==> config.mk <==
export PLATFORM = sky130hd
export DESIGN_NAME = cpfc_codec
export DESIGN_NICKNAME = d
export VERILOG_FILES = /design/src/hdl/cpfc_byte_fifo.v /design/src/hdl/cpfc_frame_timer.v /design/src/hdl/cpfc_codec.v
export VERILOG_INCLUDE_DIRS = /design/src /design/src/hdl
export SDC_FILE = /design/constraint.sdc
export NUM_CORES = 1
export LEC_CHECK = 0
export BUFFER_PORTS_ARGS = -buffer_cell sky130_fd_sc_hd__buf_4
export CAP_MARGIN = 20
export CORE_MARGIN = 1.5
export CORE_UTILIZATION = 61
export CTS_BUF_LIST = sky130_fd_sc_hd__clkbuf_4 sky130_fd_sc_hd__clkbuf_8 sky130_fd_sc_hd__clkbuf_16
export CTS_CLUSTER_DIAMETER = 200
export DETAILED_ROUTE_END_ITERATION = 12
export PLACE_DENSITY_LB_ADDON = 0.1
export SLEW_MARGIN = 0
export SYNTH_ARGS = -nofsm -noshare
export SYNTH_HDL_FRONTEND = slang
export SYNTH_SLANG_ARGS = --single-unit
==> constraint.sdc <==
create_clock -name MCLK -period 4.7 [get_ports MCLK]
set_input_delay 0.94 -clock MCLK [delete_from_list [all_inputs] [get_ports MCLK]]
set_output_delay 0.94 -clock MCLK [all_outputs]
set_load 0.01 [all_outputs]
==> src/hdl/cpfc_consts.vh <==
`ifndef CPFC_CONSTS_VH
`define CPFC_CONSTS_VH
// Overview of operation
// - A bit is a frame opening with a low pulse; one adds a midframe pulse.
// - Nominal frame from one frame-start pulse to the next is 4 ms.
// - A store to the dedicated strobe location emits a pulse toward tape.
// - A held low on the sense input marks the start of a new frame.
// - A quarter frame after the start pulse, the receive latch is cleared.
// - Half a frame later sense is sampled: low is one and clears again.
// - Frame timing restarts on every start pulse so error never accumulates.
// - Receiver hunts bitwise for the ID word and stores data only afterwards.
// - The identification character is hexadecimal A5.
// - The stream carries an entry address; control passes there after a good load.
// - When sending, the hunt lamp goes on once the leader is complete.
// - Send done: hunt lamp off, transfer-done lamp on, sequencer halts.
// - When receiving, the hunt lamp stays on until the ID word is seen.
// - Receive done: transfer-done lamp on; hunt lamp on again if sums match.
// - An 8-bit sum of data is checked; mismatch lights tape-end lamp and halts.
// - Strobe offsets: 0 end on, 1 end off, 2 hunt on, 3 hunt off, 4 flag.

// ----------------------------------------------------------------------------
// Strobe area
// ----------------------------------------------------------------------------
`define CPFC_AREA_BASE 16'h8300
`define CPFC_OFS_END_SET 3'h0
`define CPFC_OFS_END_CLR 3'h1
`define CPFC_OFS_HUNT_SET 3'h2
`define CPFC_OFS_HUNT_CLR 3'h3
`define CPFC_OFS_FLAG 3'h4
`define CPFC_LAMP_RST 1'b0

// ----------------------------------------------------------------------------
// Stream format and timing
// ----------------------------------------------------------------------------
`define CPFC_ID_BYTE 8'hA5
`define CPFC_HDR_BYTES 16'h0006
`define CPFC_LEADER_BYTES 125
`define CPFC_CLK_KHZ 50000
`define CPFC_FRAME_US 4000
`define CPFC_FRAME_CYC (`CPFC_FRAME_US * `CPFC_CLK_KHZ / 1000)
`define CPFC_PULSE_US 20
`define CPFC_PULSE_CYC (`CPFC_PULSE_US * `CPFC_CLK_KHZ / 1000)
`endif

==> src/hdl/cpfc_byte_fifo.v <==
module cpfc_byte_fifo #(
    parameter W = 8,
    parameter DEPTH = 8,
    parameter AW = 3
) (
    input wire clk,
    input wire rst_n,
    input wire in_valid,
    input wire [W-1:0] in_data,
    output reg in_ready,
    output wire out_valid,
    output wire [W-1:0] out_data,
    input wire out_ready
);
    reg [W-1:0] mem [0:DEPTH-1];
    reg [AW-1:0] wr_ptr;
    reg [AW-1:0] rd_ptr;
    reg [AW:0] count;
    wire push;
    wire pop;
    wire [AW:0] next_count;

    // Ready is kept in a flop so the top-level port is registered.
    assign push = in_valid & in_ready;
    assign pop = out_valid & out_ready;
    assign out_valid = (count != {(AW+1){1'b0}});
    assign out_data = mem[rd_ptr];
    assign next_count = count + {{AW{1'b0}}, push} - {{AW{1'b0}}, pop};

    // Storage and pointers; wrapping relies on DEPTH being a power of two.
    always @(posedge clk or negedge rst_n) begin
        if (!rst_n) begin
            wr_ptr <= {AW{1'b0}};
            rd_ptr <= {AW{1'b0}};
            count <= {(AW+1){1'b0}};
            in_ready <= 1'b1;
        end else begin
            if (push) begin
                mem[wr_ptr] <= in_data;
                wr_ptr <= wr_ptr + 1'b1;
            end
            if (pop) begin
                rd_ptr <= rd_ptr + 1'b1;
            end
            count <= next_count;
            in_ready <= (next_count < DEPTH);
        end
    end
endmodule // cpfc_byte_fifo

==> src/hdl/cpfc_frame_timer.v <==
module cpfc_frame_timer #(
    parameter CNT_W = 18
) (
    input wire clk,
    input wire rst_n,
    input wire restart,
    output reg [CNT_W-1:0] cnt
);
    // Counts system clocks since the last restart and parks at the top so a
    // stalled frame can never wrap into a false match.
    always @(posedge clk or negedge rst_n) begin
        if (!rst_n) begin
            cnt <= {CNT_W{1'b0}};
        end else if (restart) begin
            cnt <= {CNT_W{1'b0}};
        end else if (cnt != {CNT_W{1'b1}}) begin
            cnt <= cnt + 1'b1;
        end
    end
endmodule // cpfc_frame_timer

==> src/hdl/cpfc_codec.v <==
`include "cpfc_consts.vh"

module cpfc_codec #(
    parameter FRAME_CYCLES = `CPFC_FRAME_CYC,
    parameter PULSE_CYCLES = `CPFC_PULSE_CYC,
    parameter LEADER_BYTES = `CPFC_LEADER_BYTES,
    parameter CNT_W = 18,
    parameter FIFO_DEPTH = 8
) (
    input wire MCLK,
    input wire NRST,
    input wire [15:0] ADDR,
    input wire STORE,
    input wire SEND_GO,
    input wire RECV_GO,
    input wire [15:0] START_ADDR,
    input wire [15:0] ENTRY_ADDR,
    input wire [15:0] LENGTH,
    input wire TX_VALID,
    input wire [7:0] TX_DATA,
    output wire TX_READY,
    input wire SENSE_N,
    output reg TAPE_PULSE_N,
    output reg LATCH_CLR,
    output reg TAPE_END_LAMP,
    output reg HUNT_LAMP,
    output reg BUSY,
    output reg RX_WE,
    output reg [15:0] RX_ADDR,
    output reg [7:0] RX_DATA,
    output reg [15:0] RX_ENTRY,
    output reg RX_JUMP
);
    // ------------------------------------------------------------------------
    // Local codes and interval lengths
    // ------------------------------------------------------------------------
    localparam [2:0] ST_IDLE = 3'h0;
    localparam [2:0] ST_TLOAD = 3'h1;
    localparam [2:0] ST_TBIT = 3'h2;
    localparam [2:0] ST_RLOW = 3'h3;
    localparam [2:0] ST_RQTR = 3'h4;
    localparam [2:0] ST_RHALF = 3'h5;
    localparam [2:0] ST_RHIGH = 3'h6;
    localparam [2:0] PH_LEAD = 3'h0;
    localparam [2:0] PH_ID = 3'h1;
    localparam [2:0] PH_HDR = 3'h2;
    localparam [2:0] PH_DATA = 3'h3;
    localparam [2:0] PH_SUM = 3'h4;
    localparam [CNT_W-1:0] QTR_CYC = FRAME_CYCLES / 4;
    localparam [CNT_W-1:0] SAMPLE_CYC = FRAME_CYCLES / 4 + FRAME_CYCLES / 2;
    localparam [CNT_W-1:0] HALF_CYC = FRAME_CYCLES / 2;
    localparam [CNT_W-1:0] LAST_CYC = FRAME_CYCLES - 2;
    localparam [15:0] LEAD_LAST = LEADER_BYTES - 1;
    localparam [15:0] PULSE_LAST = PULSE_CYCLES - 1;

    reg [2:0] st;
    reg [2:0] ph;
    reg sending;
    reg [15:0] cnt;
    reg [2:0] bitn;
    reg [7:0] shreg;
    reg [7:0] sum;
    reg [47:0] hdr;
    reg [15:0] tx_start;
    reg [15:0] tx_entry;
    reg [15:0] tx_len;
    reg tmr_restart;
    reg pulse_req;
    reg [15:0] pcnt;
    reg sense_s1;
    reg sense_s2;
    wire bit_in;
    wire [7:0] new_byte;
    wire [CNT_W-1:0] tcnt;
    wire fifo_valid;
    wire [7:0] fifo_data;
    wire fifo_pop;
    wire area_hit;
    wire [2:0] ofs;
    wire sense_low;
    wire [15:0] rx_len;

    // Header order on tape: start, entry, length, low byte before high.
    function [7:0] hdr_pick;
        input [2:0] idx;
        input [15:0] start;
        input [15:0] entry;
        input [15:0] len;
        begin
            case (idx)
                3'h0: hdr_pick = start[7:0];
                3'h1: hdr_pick = start[15:8];
                3'h2: hdr_pick = entry[7:0];
                3'h3: hdr_pick = entry[15:8];
                3'h4: hdr_pick = len[7:0];
                3'h5: hdr_pick = len[15:8];
                default: hdr_pick = 8'h00;
            endcase
        end
    endfunction

    // ------------------------------------------------------------------------
    // Submodules
    // ------------------------------------------------------------------------
    cpfc_frame_timer #(
        .CNT_W(CNT_W)
    ) u_timer (
        .clk(MCLK),
        .rst_n(NRST),
        .restart(tmr_restart),
        .cnt(tcnt)
    );

    // Payload waits here; back-pressure reaches the source through TX_READY.
    cpfc_byte_fifo #(
        .W(8),
        .DEPTH(FIFO_DEPTH),
        .AW(3)
    ) u_fifo (
        .clk(MCLK),
        .rst_n(NRST),
        .in_valid(TX_VALID),
        .in_data(TX_DATA),
        .in_ready(TX_READY),
        .out_valid(fifo_valid),
        .out_data(fifo_data),
        .out_ready(fifo_pop)
    );

    // Strobe decode of the peripheral area and the payload pop.
    assign area_hit = STORE && ({ADDR[15:3], 3'h0} == `CPFC_AREA_BASE);
    assign ofs = ADDR[2:0];
    assign fifo_pop = (st == ST_TLOAD) && (ph == PH_DATA) && fifo_valid;
    assign sense_low = ~sense_s2;
    assign rx_len = hdr[47:32];
    assign bit_in = sense_low;
    assign new_byte = {sense_low, shreg[7:1]};

    // ------------------------------------------------------------------------
    // Sense synchroniser
    // ------------------------------------------------------------------------
    // The latch is set by the analog side with no relation to MCLK.
    always @(posedge MCLK or negedge NRST) begin
        if (!NRST) begin
            sense_s1 <= 1'b1;
            sense_s2 <= 1'b1;
        end else begin
            sense_s1 <= SENSE_N;
            sense_s2 <= sense_s1;
        end
    end

    // ------------------------------------------------------------------------
    // Tape pulse generator
    // ------------------------------------------------------------------------
    // A request during a running pulse is merged; midframe spacing is far wider.
    always @(posedge MCLK or negedge NRST) begin
        if (!NRST) begin
            pcnt <= 16'h0000;
            TAPE_PULSE_N <= 1'b1;
        end else if (pulse_req) begin
            pcnt <= PULSE_LAST;
            TAPE_PULSE_N <= 1'b0;
        end else if (pcnt != 16'h0000) begin
            pcnt <= pcnt - 16'h0001;
        end else begin
            TAPE_PULSE_N <= 1'b1;
        end
    end

    // ------------------------------------------------------------------------
    // Sequencer for send and receive, lamps and strobes
    // ------------------------------------------------------------------------
    // Later assignments win, so strobe sets come last and beat any clear.
    always @(posedge MCLK or negedge NRST) begin
        if (!NRST) begin
            st <= ST_IDLE;
            ph <= PH_LEAD;
            sending <= 1'b0;
            cnt <= 16'h0000;
            bitn <= 3'h0;
            shreg <= 8'h00;
            sum <= 8'h00;
            hdr <= 48'h000000000000;
            tx_start <= 16'h0000;
            tx_entry <= 16'h0000;
            tx_len <= 16'h0000;
            tmr_restart <= 1'b0;
            pulse_req <= 1'b0;
            LATCH_CLR <= 1'b0;
            TAPE_END_LAMP <= `CPFC_LAMP_RST;
            HUNT_LAMP <= `CPFC_LAMP_RST;
            BUSY <= 1'b0;
            RX_WE <= 1'b0;
            RX_ADDR <= 16'h0000;
            RX_DATA <= 8'h00;
            RX_ENTRY <= 16'h0000;
            RX_JUMP <= 1'b0;
        end else begin
            tmr_restart <= 1'b0;
            pulse_req <= 1'b0;
            LATCH_CLR <= 1'b0;
            RX_WE <= 1'b0;
            RX_JUMP <= 1'b0;
            if (area_hit && ofs == `CPFC_OFS_END_CLR) begin
                TAPE_END_LAMP <= 1'b0;
            end
            if (area_hit && ofs == `CPFC_OFS_HUNT_CLR) begin
                HUNT_LAMP <= 1'b0;
            end
            case (st)
                ST_IDLE: begin
                    if (SEND_GO) begin
                        tx_start <= START_ADDR;
                        tx_entry <= ENTRY_ADDR;
                        tx_len <= LENGTH;
                        sending <= 1'b1;
                        ph <= PH_LEAD;
                        cnt <= 16'h0000;
                        sum <= 8'h00;
                        HUNT_LAMP <= 1'b0;
                        TAPE_END_LAMP <= 1'b0;
                        BUSY <= 1'b1;
                        st <= ST_TLOAD;
                    end else if (RECV_GO) begin
                        sending <= 1'b0;
                        ph <= PH_ID;
                        shreg <= 8'h00;
                        sum <= 8'h00;
                        HUNT_LAMP <= 1'b1;
                        TAPE_END_LAMP <= 1'b0;
                        BUSY <= 1'b1;
                        st <= ST_RLOW;
                    end
                end
                ST_TLOAD: begin
                    // The source stalls only the data phase; other bytes are built here.
                    if (ph != PH_DATA || fifo_valid) begin
                        case (ph)
                            PH_LEAD: shreg <= 8'h00;
                            PH_ID: shreg <= `CPFC_ID_BYTE;
                            PH_HDR: shreg <= hdr_pick(cnt[2:0], tx_start, tx_entry, tx_len);
                            PH_DATA: shreg <= fifo_data;
                            default: shreg <= sum;
                        endcase
                        if (ph == PH_DATA) begin
                            sum <= sum + fifo_data;
                        end
                        bitn <= 3'h0;
                        tmr_restart <= 1'b1;
                        pulse_req <= 1'b1;
                        st <= ST_TBIT;
                    end
                end
                ST_TBIT: begin
                    if (!tmr_restart && tcnt == HALF_CYC && shreg[0]) begin
                        pulse_req <= 1'b1;
                    end
                    if (!tmr_restart && tcnt == LAST_CYC) begin
                        shreg <= {1'b0, shreg[7:1]};
                        bitn <= bitn + 3'h1;
                        if (bitn != 3'h7) begin
                            tmr_restart <= 1'b1;
                            pulse_req <= 1'b1;
                        end else begin
                            st <= ST_TLOAD;
                            cnt <= cnt + 16'h0001;
                            case (ph)
                                PH_LEAD: begin
                                    if (cnt == LEAD_LAST) begin
                                        ph <= PH_ID;
                                        HUNT_LAMP <= 1'b1;
                                    end
                                end
                                PH_ID: begin
                                    ph <= PH_HDR;
                                    cnt <= 16'h0000;
                                end
                                PH_HDR: begin
                                    if (cnt == `CPFC_HDR_BYTES - 16'h0001) begin
                                        ph <= (tx_len == 16'h0000) ? PH_SUM : PH_DATA;
                                        cnt <= 16'h0000;
                                    end
                                end
                                PH_DATA: begin
                                    if (cnt == tx_len - 16'h0001) begin
                                        ph <= PH_SUM;
                                    end
                                end
                                default: begin
                                    HUNT_LAMP <= 1'b0;
                                    TAPE_END_LAMP <= 1'b1;
                                    BUSY <= 1'b0;
                                    st <= ST_IDLE;
                                end
                            endcase
                        end
                    end
                end
                ST_RLOW: begin
                    if (sense_low) begin
                        tmr_restart <= 1'b1;
                        st <= ST_RQTR;
                    end
                end
                ST_RQTR: begin
                    if (!tmr_restart && tcnt == QTR_CYC) begin
                        LATCH_CLR <= 1'b1;
                        st <= ST_RHALF;
                    end
                end
                ST_RHALF: begin
                    if (tcnt == SAMPLE_CYC) begin
                        LATCH_CLR <= bit_in;
                        shreg <= new_byte;
                        st <= ST_RHIGH;
                        if (ph == PH_ID) begin
                            if (new_byte == `CPFC_ID_BYTE) begin
                                ph <= PH_HDR;
                                HUNT_LAMP <= 1'b0;
                                bitn <= 3'h0;
                                cnt <= 16'h0000;
                            end
                        end else begin
                            bitn <= bitn + 3'h1;
                        end
                        if (ph != PH_ID && bitn == 3'h7) begin
                            cnt <= cnt + 16'h0001;
                            case (ph)
                                PH_HDR: begin
                                    hdr[cnt[2:0]*8 +: 8] <= new_byte;
                                    if (cnt == `CPFC_HDR_BYTES - 16'h0001) begin
                                        cnt <= 16'h0000;
                                        ph <= ({new_byte, hdr[39:32]} == 16'h0000) ?
                                            PH_SUM : PH_DATA;
                                    end
                                end
                                PH_DATA: begin
                                    RX_WE <= 1'b1;
                                    RX_ADDR <= hdr[15:0] + cnt;
                                    RX_DATA <= new_byte;
                                    sum <= sum + new_byte;
                                    if (cnt == rx_len - 16'h0001) begin
                                        ph <= PH_SUM;
                                    end
                                end
                                default: begin
                                    TAPE_END_LAMP <= 1'b1;
                                    BUSY <= 1'b0;
                                    st <= ST_IDLE;
                                    if (new_byte == sum) begin
                                        HUNT_LAMP <= 1'b1;
                                        RX_ENTRY <= hdr[31:16];
                                        RX_JUMP <= 1'b1;
                                    end
                                end
                            endcase
                        end
                    end
                end
                ST_RHIGH: begin
                    // Keep clearing until the synchronised latch reads high again.
                    if (sense_low) begin
                        LATCH_CLR <= 1'b1;
                    end else begin
                        st <= ST_RLOW;
                    end
                end
                default: st <= ST_IDLE;
            endcase
            if (area_hit && ofs == `CPFC_OFS_FLAG) begin
                pulse_req <= 1'b1;
                LATCH_CLR <= 1'b1;
            end
            if (area_hit && ofs == `CPFC_OFS_END_SET) begin
                TAPE_END_LAMP <= 1'b1;
            end
            if (area_hit && ofs == `CPFC_OFS_HUNT_SET) begin
                HUNT_LAMP <= 1'b1;
            end
        end
    end
endmodule // cpfc_codec

==> run summary <==
• result of the run: finished, final reports clean
• number of I/O port buffers: 126
• data arrival time of the worst path: 4340 ps
• number of setup buffers added after CTS: 0
• total global routing overflow: 0
• Chip Height: 163.6 um
• overall routing resource usage: 28.94%
• global-route wire length before repair: 61.40 mm
• H-tree depth reported by CTS: 1
• initial cell density of the core: 62.33%
• antenna fix cells: 0
• leakage power: 7.869 nW
• Avg WL per Cell: 18.76 um
• later-pin clock latency in the skew report: 570 ps
• total power per unit cell area: 312.8 nW/um2
• number of detailed-routing iterations run before antenna repair: 8
• routability congestion estimate from global placement: 0.9276
• Post-Synthesis Cells: 1547
• share of layout cells above drive strength 1: 18.61%
• worst supply voltage drop on vdd: 0.3718 mV
• post-synthesis net count: 1675
• post-cts sizing count: 0
• final clock skew: 20.17 ps
• RSZ-0062 raised after global routing: no
• Hold Violations, Final: 0
• Critical Path Start: st[0]
• clock buffers created by TritonCTS: 31
• CP Launch Type: flop
• Worst setup EP type: flop
• number of warning messages in the yosys log: 0
• Final HPWL DP: 26.69 mm
• count of antenna-violating nets left after detailed routing: 0
• ratio of final minimum period to clock period: 82.99%
• total of hold buffers inserted after clock tree synthesis: 0
• Starting DRT DRC Count: 1061
• launching point of the worst reg2reg path: st[0]
• largest net degree at the start of global routing: 70
• final net count: 1763
• critical path class: flop to flop
• root buffer selected by CTS: clkbuf_16
• count of endpoints failing setup in the final report: 0
• vias in the first global route: 11820
• flip-flop cell with the highest count after synthesis: dfrtp_1
• core area: 25250 um2
• post-synthesis sequential area ratio: 49.28%
• overall die width: 163.6 um
• overall routed net length: 37.33 mm
• number of synthesized flops with an enable pin: 64
• shortest period the worst path allows: 3900 ps
• TritonCTS clock tree: done
• via count: 12140
• setup total negative slack: 0 ps
• maximum buffer depth of the clock tree: 3
• clk sinks: 297
• summed instance area of the synthesized netlist: 15740 um2
• Final Non-Filler Cells: 1990
• I/O pin total: 127
• ys async rst share: 78.45%
• number of rows created at floorplan: 58
• Die ar.: 26780 um2
• Reg clk slew, reported paths: 70 ps
• Setup WS post-layout: 799.5 ps
• peak fanout along the critical path: 17
• Cells after DPL: 1932
• post-synth cell types: 79
• Critical Path RT: 5140 ps
• remaining max-slew budget at the tightest pin: 25.05%
• initial antenna violation count: 0
• DRC Markers: 0
• max cap viols: 0
• DP Worst Slack: 959.5 ps
• achievable clock frequency: 256.4 MHz
• Synth-to-Final Area Change: 14.18%
• slew of the pin with the lowest slew margin: 1109 ps
• register bit total from synthesis: 297
• via density per instance: 6.103
• average instance area after synthesis: 10.17 um2
• Worst Hold Class: primary input to async pin
• final count of pins violating max slew: 0
## worst paths after layout
kind / slack [ps] / to / cells past startpoint
worst min-delay path: 320 / RX_ADDR[14] / 1
max in group asynchronous: 3150 / RX_ADDR[9] / 2
min in group MCLK: 360 / sense_s2 / 0
worst max-delay path: 800 / hdr[33] / 8
worst max register to register: 800 / hdr[33] / 8
worst min register to register: 360 / sense_s2 / 0
## stage by stage
step	power (mW)	utilization, %	hold WS (ps)	cell area, um2
global placement	3.088	66.88	347.3	16890
detailed placement	3.102	66.88	348.2	16890
finish	5.621	71.17	321.5	17970
floorplan	2.959	-	345.2	15740
CTS	5.663	71.17	339.7	17970
global route	5.820	71.17	357.0	17970
## final cells by class
cell class,count,area [um2]
inverters,55,206.4
clock inverters,23,264.0
repair buffers,144,1089
clock buffers,35,818.3
fillers,1953,7282
multi-input cells,1106,7425
well taps,330,412.9
flip-flops and latches,297,7757
## registers in the layout (all words and copies together), names as in the netlist, 3 cells and up
register / flops
u_fifo.count: 4
u_fifo.mem: 64
sum: 8
cnt: 16
u_fifo.wr_ptr: 3
st: 3
RX_ENTRY: 16
hdr: 48
RX_DATA: 8
ph: 3
bitn: 3
u_timer.cnt: 18
tx_start: 16
RX_ADDR: 16
u_fifo.rd_ptr: 3
shreg: 8
pcnt: 16
tx_len: 16
tx_entry: 16
## cells in the final DEF (no fill, tap or decap), types with 31 or more instances in the layout
master / instances
a21oi_1: 75
buf_4: 143
clkbuf_16: 31
dfrtp_1: 229
edfxtp_1: 64
ha_1: 46
inv_1: 54
mux2_2: 69
nand2_1: 167
nand3_1: 48
nor2_1: 117
nor3_1: 37
o21ai_0: 118
xnor2_1: 48
xor2_1: 47
## cells in the mapped netlist, types with 5 or more instances
| cell | number | area share [%] |
|---|---|---|
| a21oi_1 | 75 | 2.4 |
| nand2b_1 | 20 | 0.79 |
| or4_1 | 9 | 0.43 |
| and3_1 | 13 | 0.52 |
| dfrtp_1 | 229 | 36 |
| mux4_2 | 16 | 2.3 |
| o21ai_0 | 118 | 3.8 |
| ha_1 | 46 | 3.7 |
| nor3_1 | 37 | 1.2 |
| o221ai_1 | 5 | 0.28 |
| edfxtp_1 | 64 | 12 |
| nand4_1 | 22 | 0.87 |
| inv_1 | 54 | 1.3 |
| buf_1 | 5 | 0.12 |
| nor3b_1 | 11 | 0.52 |
| clkbuf_1 | 75 | 1.8 |
| a21o_1 | 13 | 0.62 |
| nor4_1 | 26 | 1.0 |
| nor2_1 | 117 | 2.8 |
| and2_1 | 7 | 0.28 |
| nand3_1 | 48 | 1.5 |
| nand3b_1 | 9 | 0.43 |
| xor2_1 | 47 | 2.6 |
| xnor2_1 | 48 | 2.7 |
| nor4b_1 | 8 | 0.45 |
| nor2b_1 | 11 | 0.44 |
| mux2_2 | 69 | 4.9 |
| or2_2 | 5 | 0.20 |
| buf_2 | 6 | 0.19 |
| or3_1 | 14 | 0.56 |
| a22oi_1 | 14 | 0.67 |
| mux2i_1 | 13 | 0.83 |
| a31oi_1 | 14 | 0.56 |
| nand2_1 | 167 | 4.0 |
| o211ai_1 | 15 | 0.72 |
| o31ai_1 | 10 | 0.48 |
| a211oi_1 | 9 | 0.43 |
## logic make-up after synthesis
kind of cell | share of synthesized area (%)
multiplexers | 8.052
AND/OR/NAND/NOR | 17.50
flip-flops | 49.28
buffers and inverters | 3.553
adder cells (fa/ha/maj) | 4.038
XOR/XNOR | 5.286
AO/OA/AOI/OAI | 12.29
## power by group
part	leakage, nW	switching (mW)	internal (mW)
Combinational	3.70	0.146	0.134
Clock	0.517	1.04	1.53
Sequential	3.65	0.0696	2.70
## metal layers
metal | up-vias | global-route usage (%) | part of all wire, % | wire length (um)
li1 | 5764 | - | - | -
met1 | 5861 | 41.16 | 44 | 16490
met2 | 436 | 46.39 | 46 | 17340
met3 | 83 | 4.647 | 6.7 | 2489
met4 | 0 | 7.603 | 2.7 | 1006
met5 | - | 0 | 0 | 0
## worst max-delay path, cell delays in order, from the launching register on
cell and delay, ps:
dfrtp_1 610, nor2b_1 490, nand2_1 450, buf_4 340
nor3_4 330, nand4_1 200, a31oi_1 470, nand3_1 470
mux2_2 420
(Power assumes the default switching activity.)
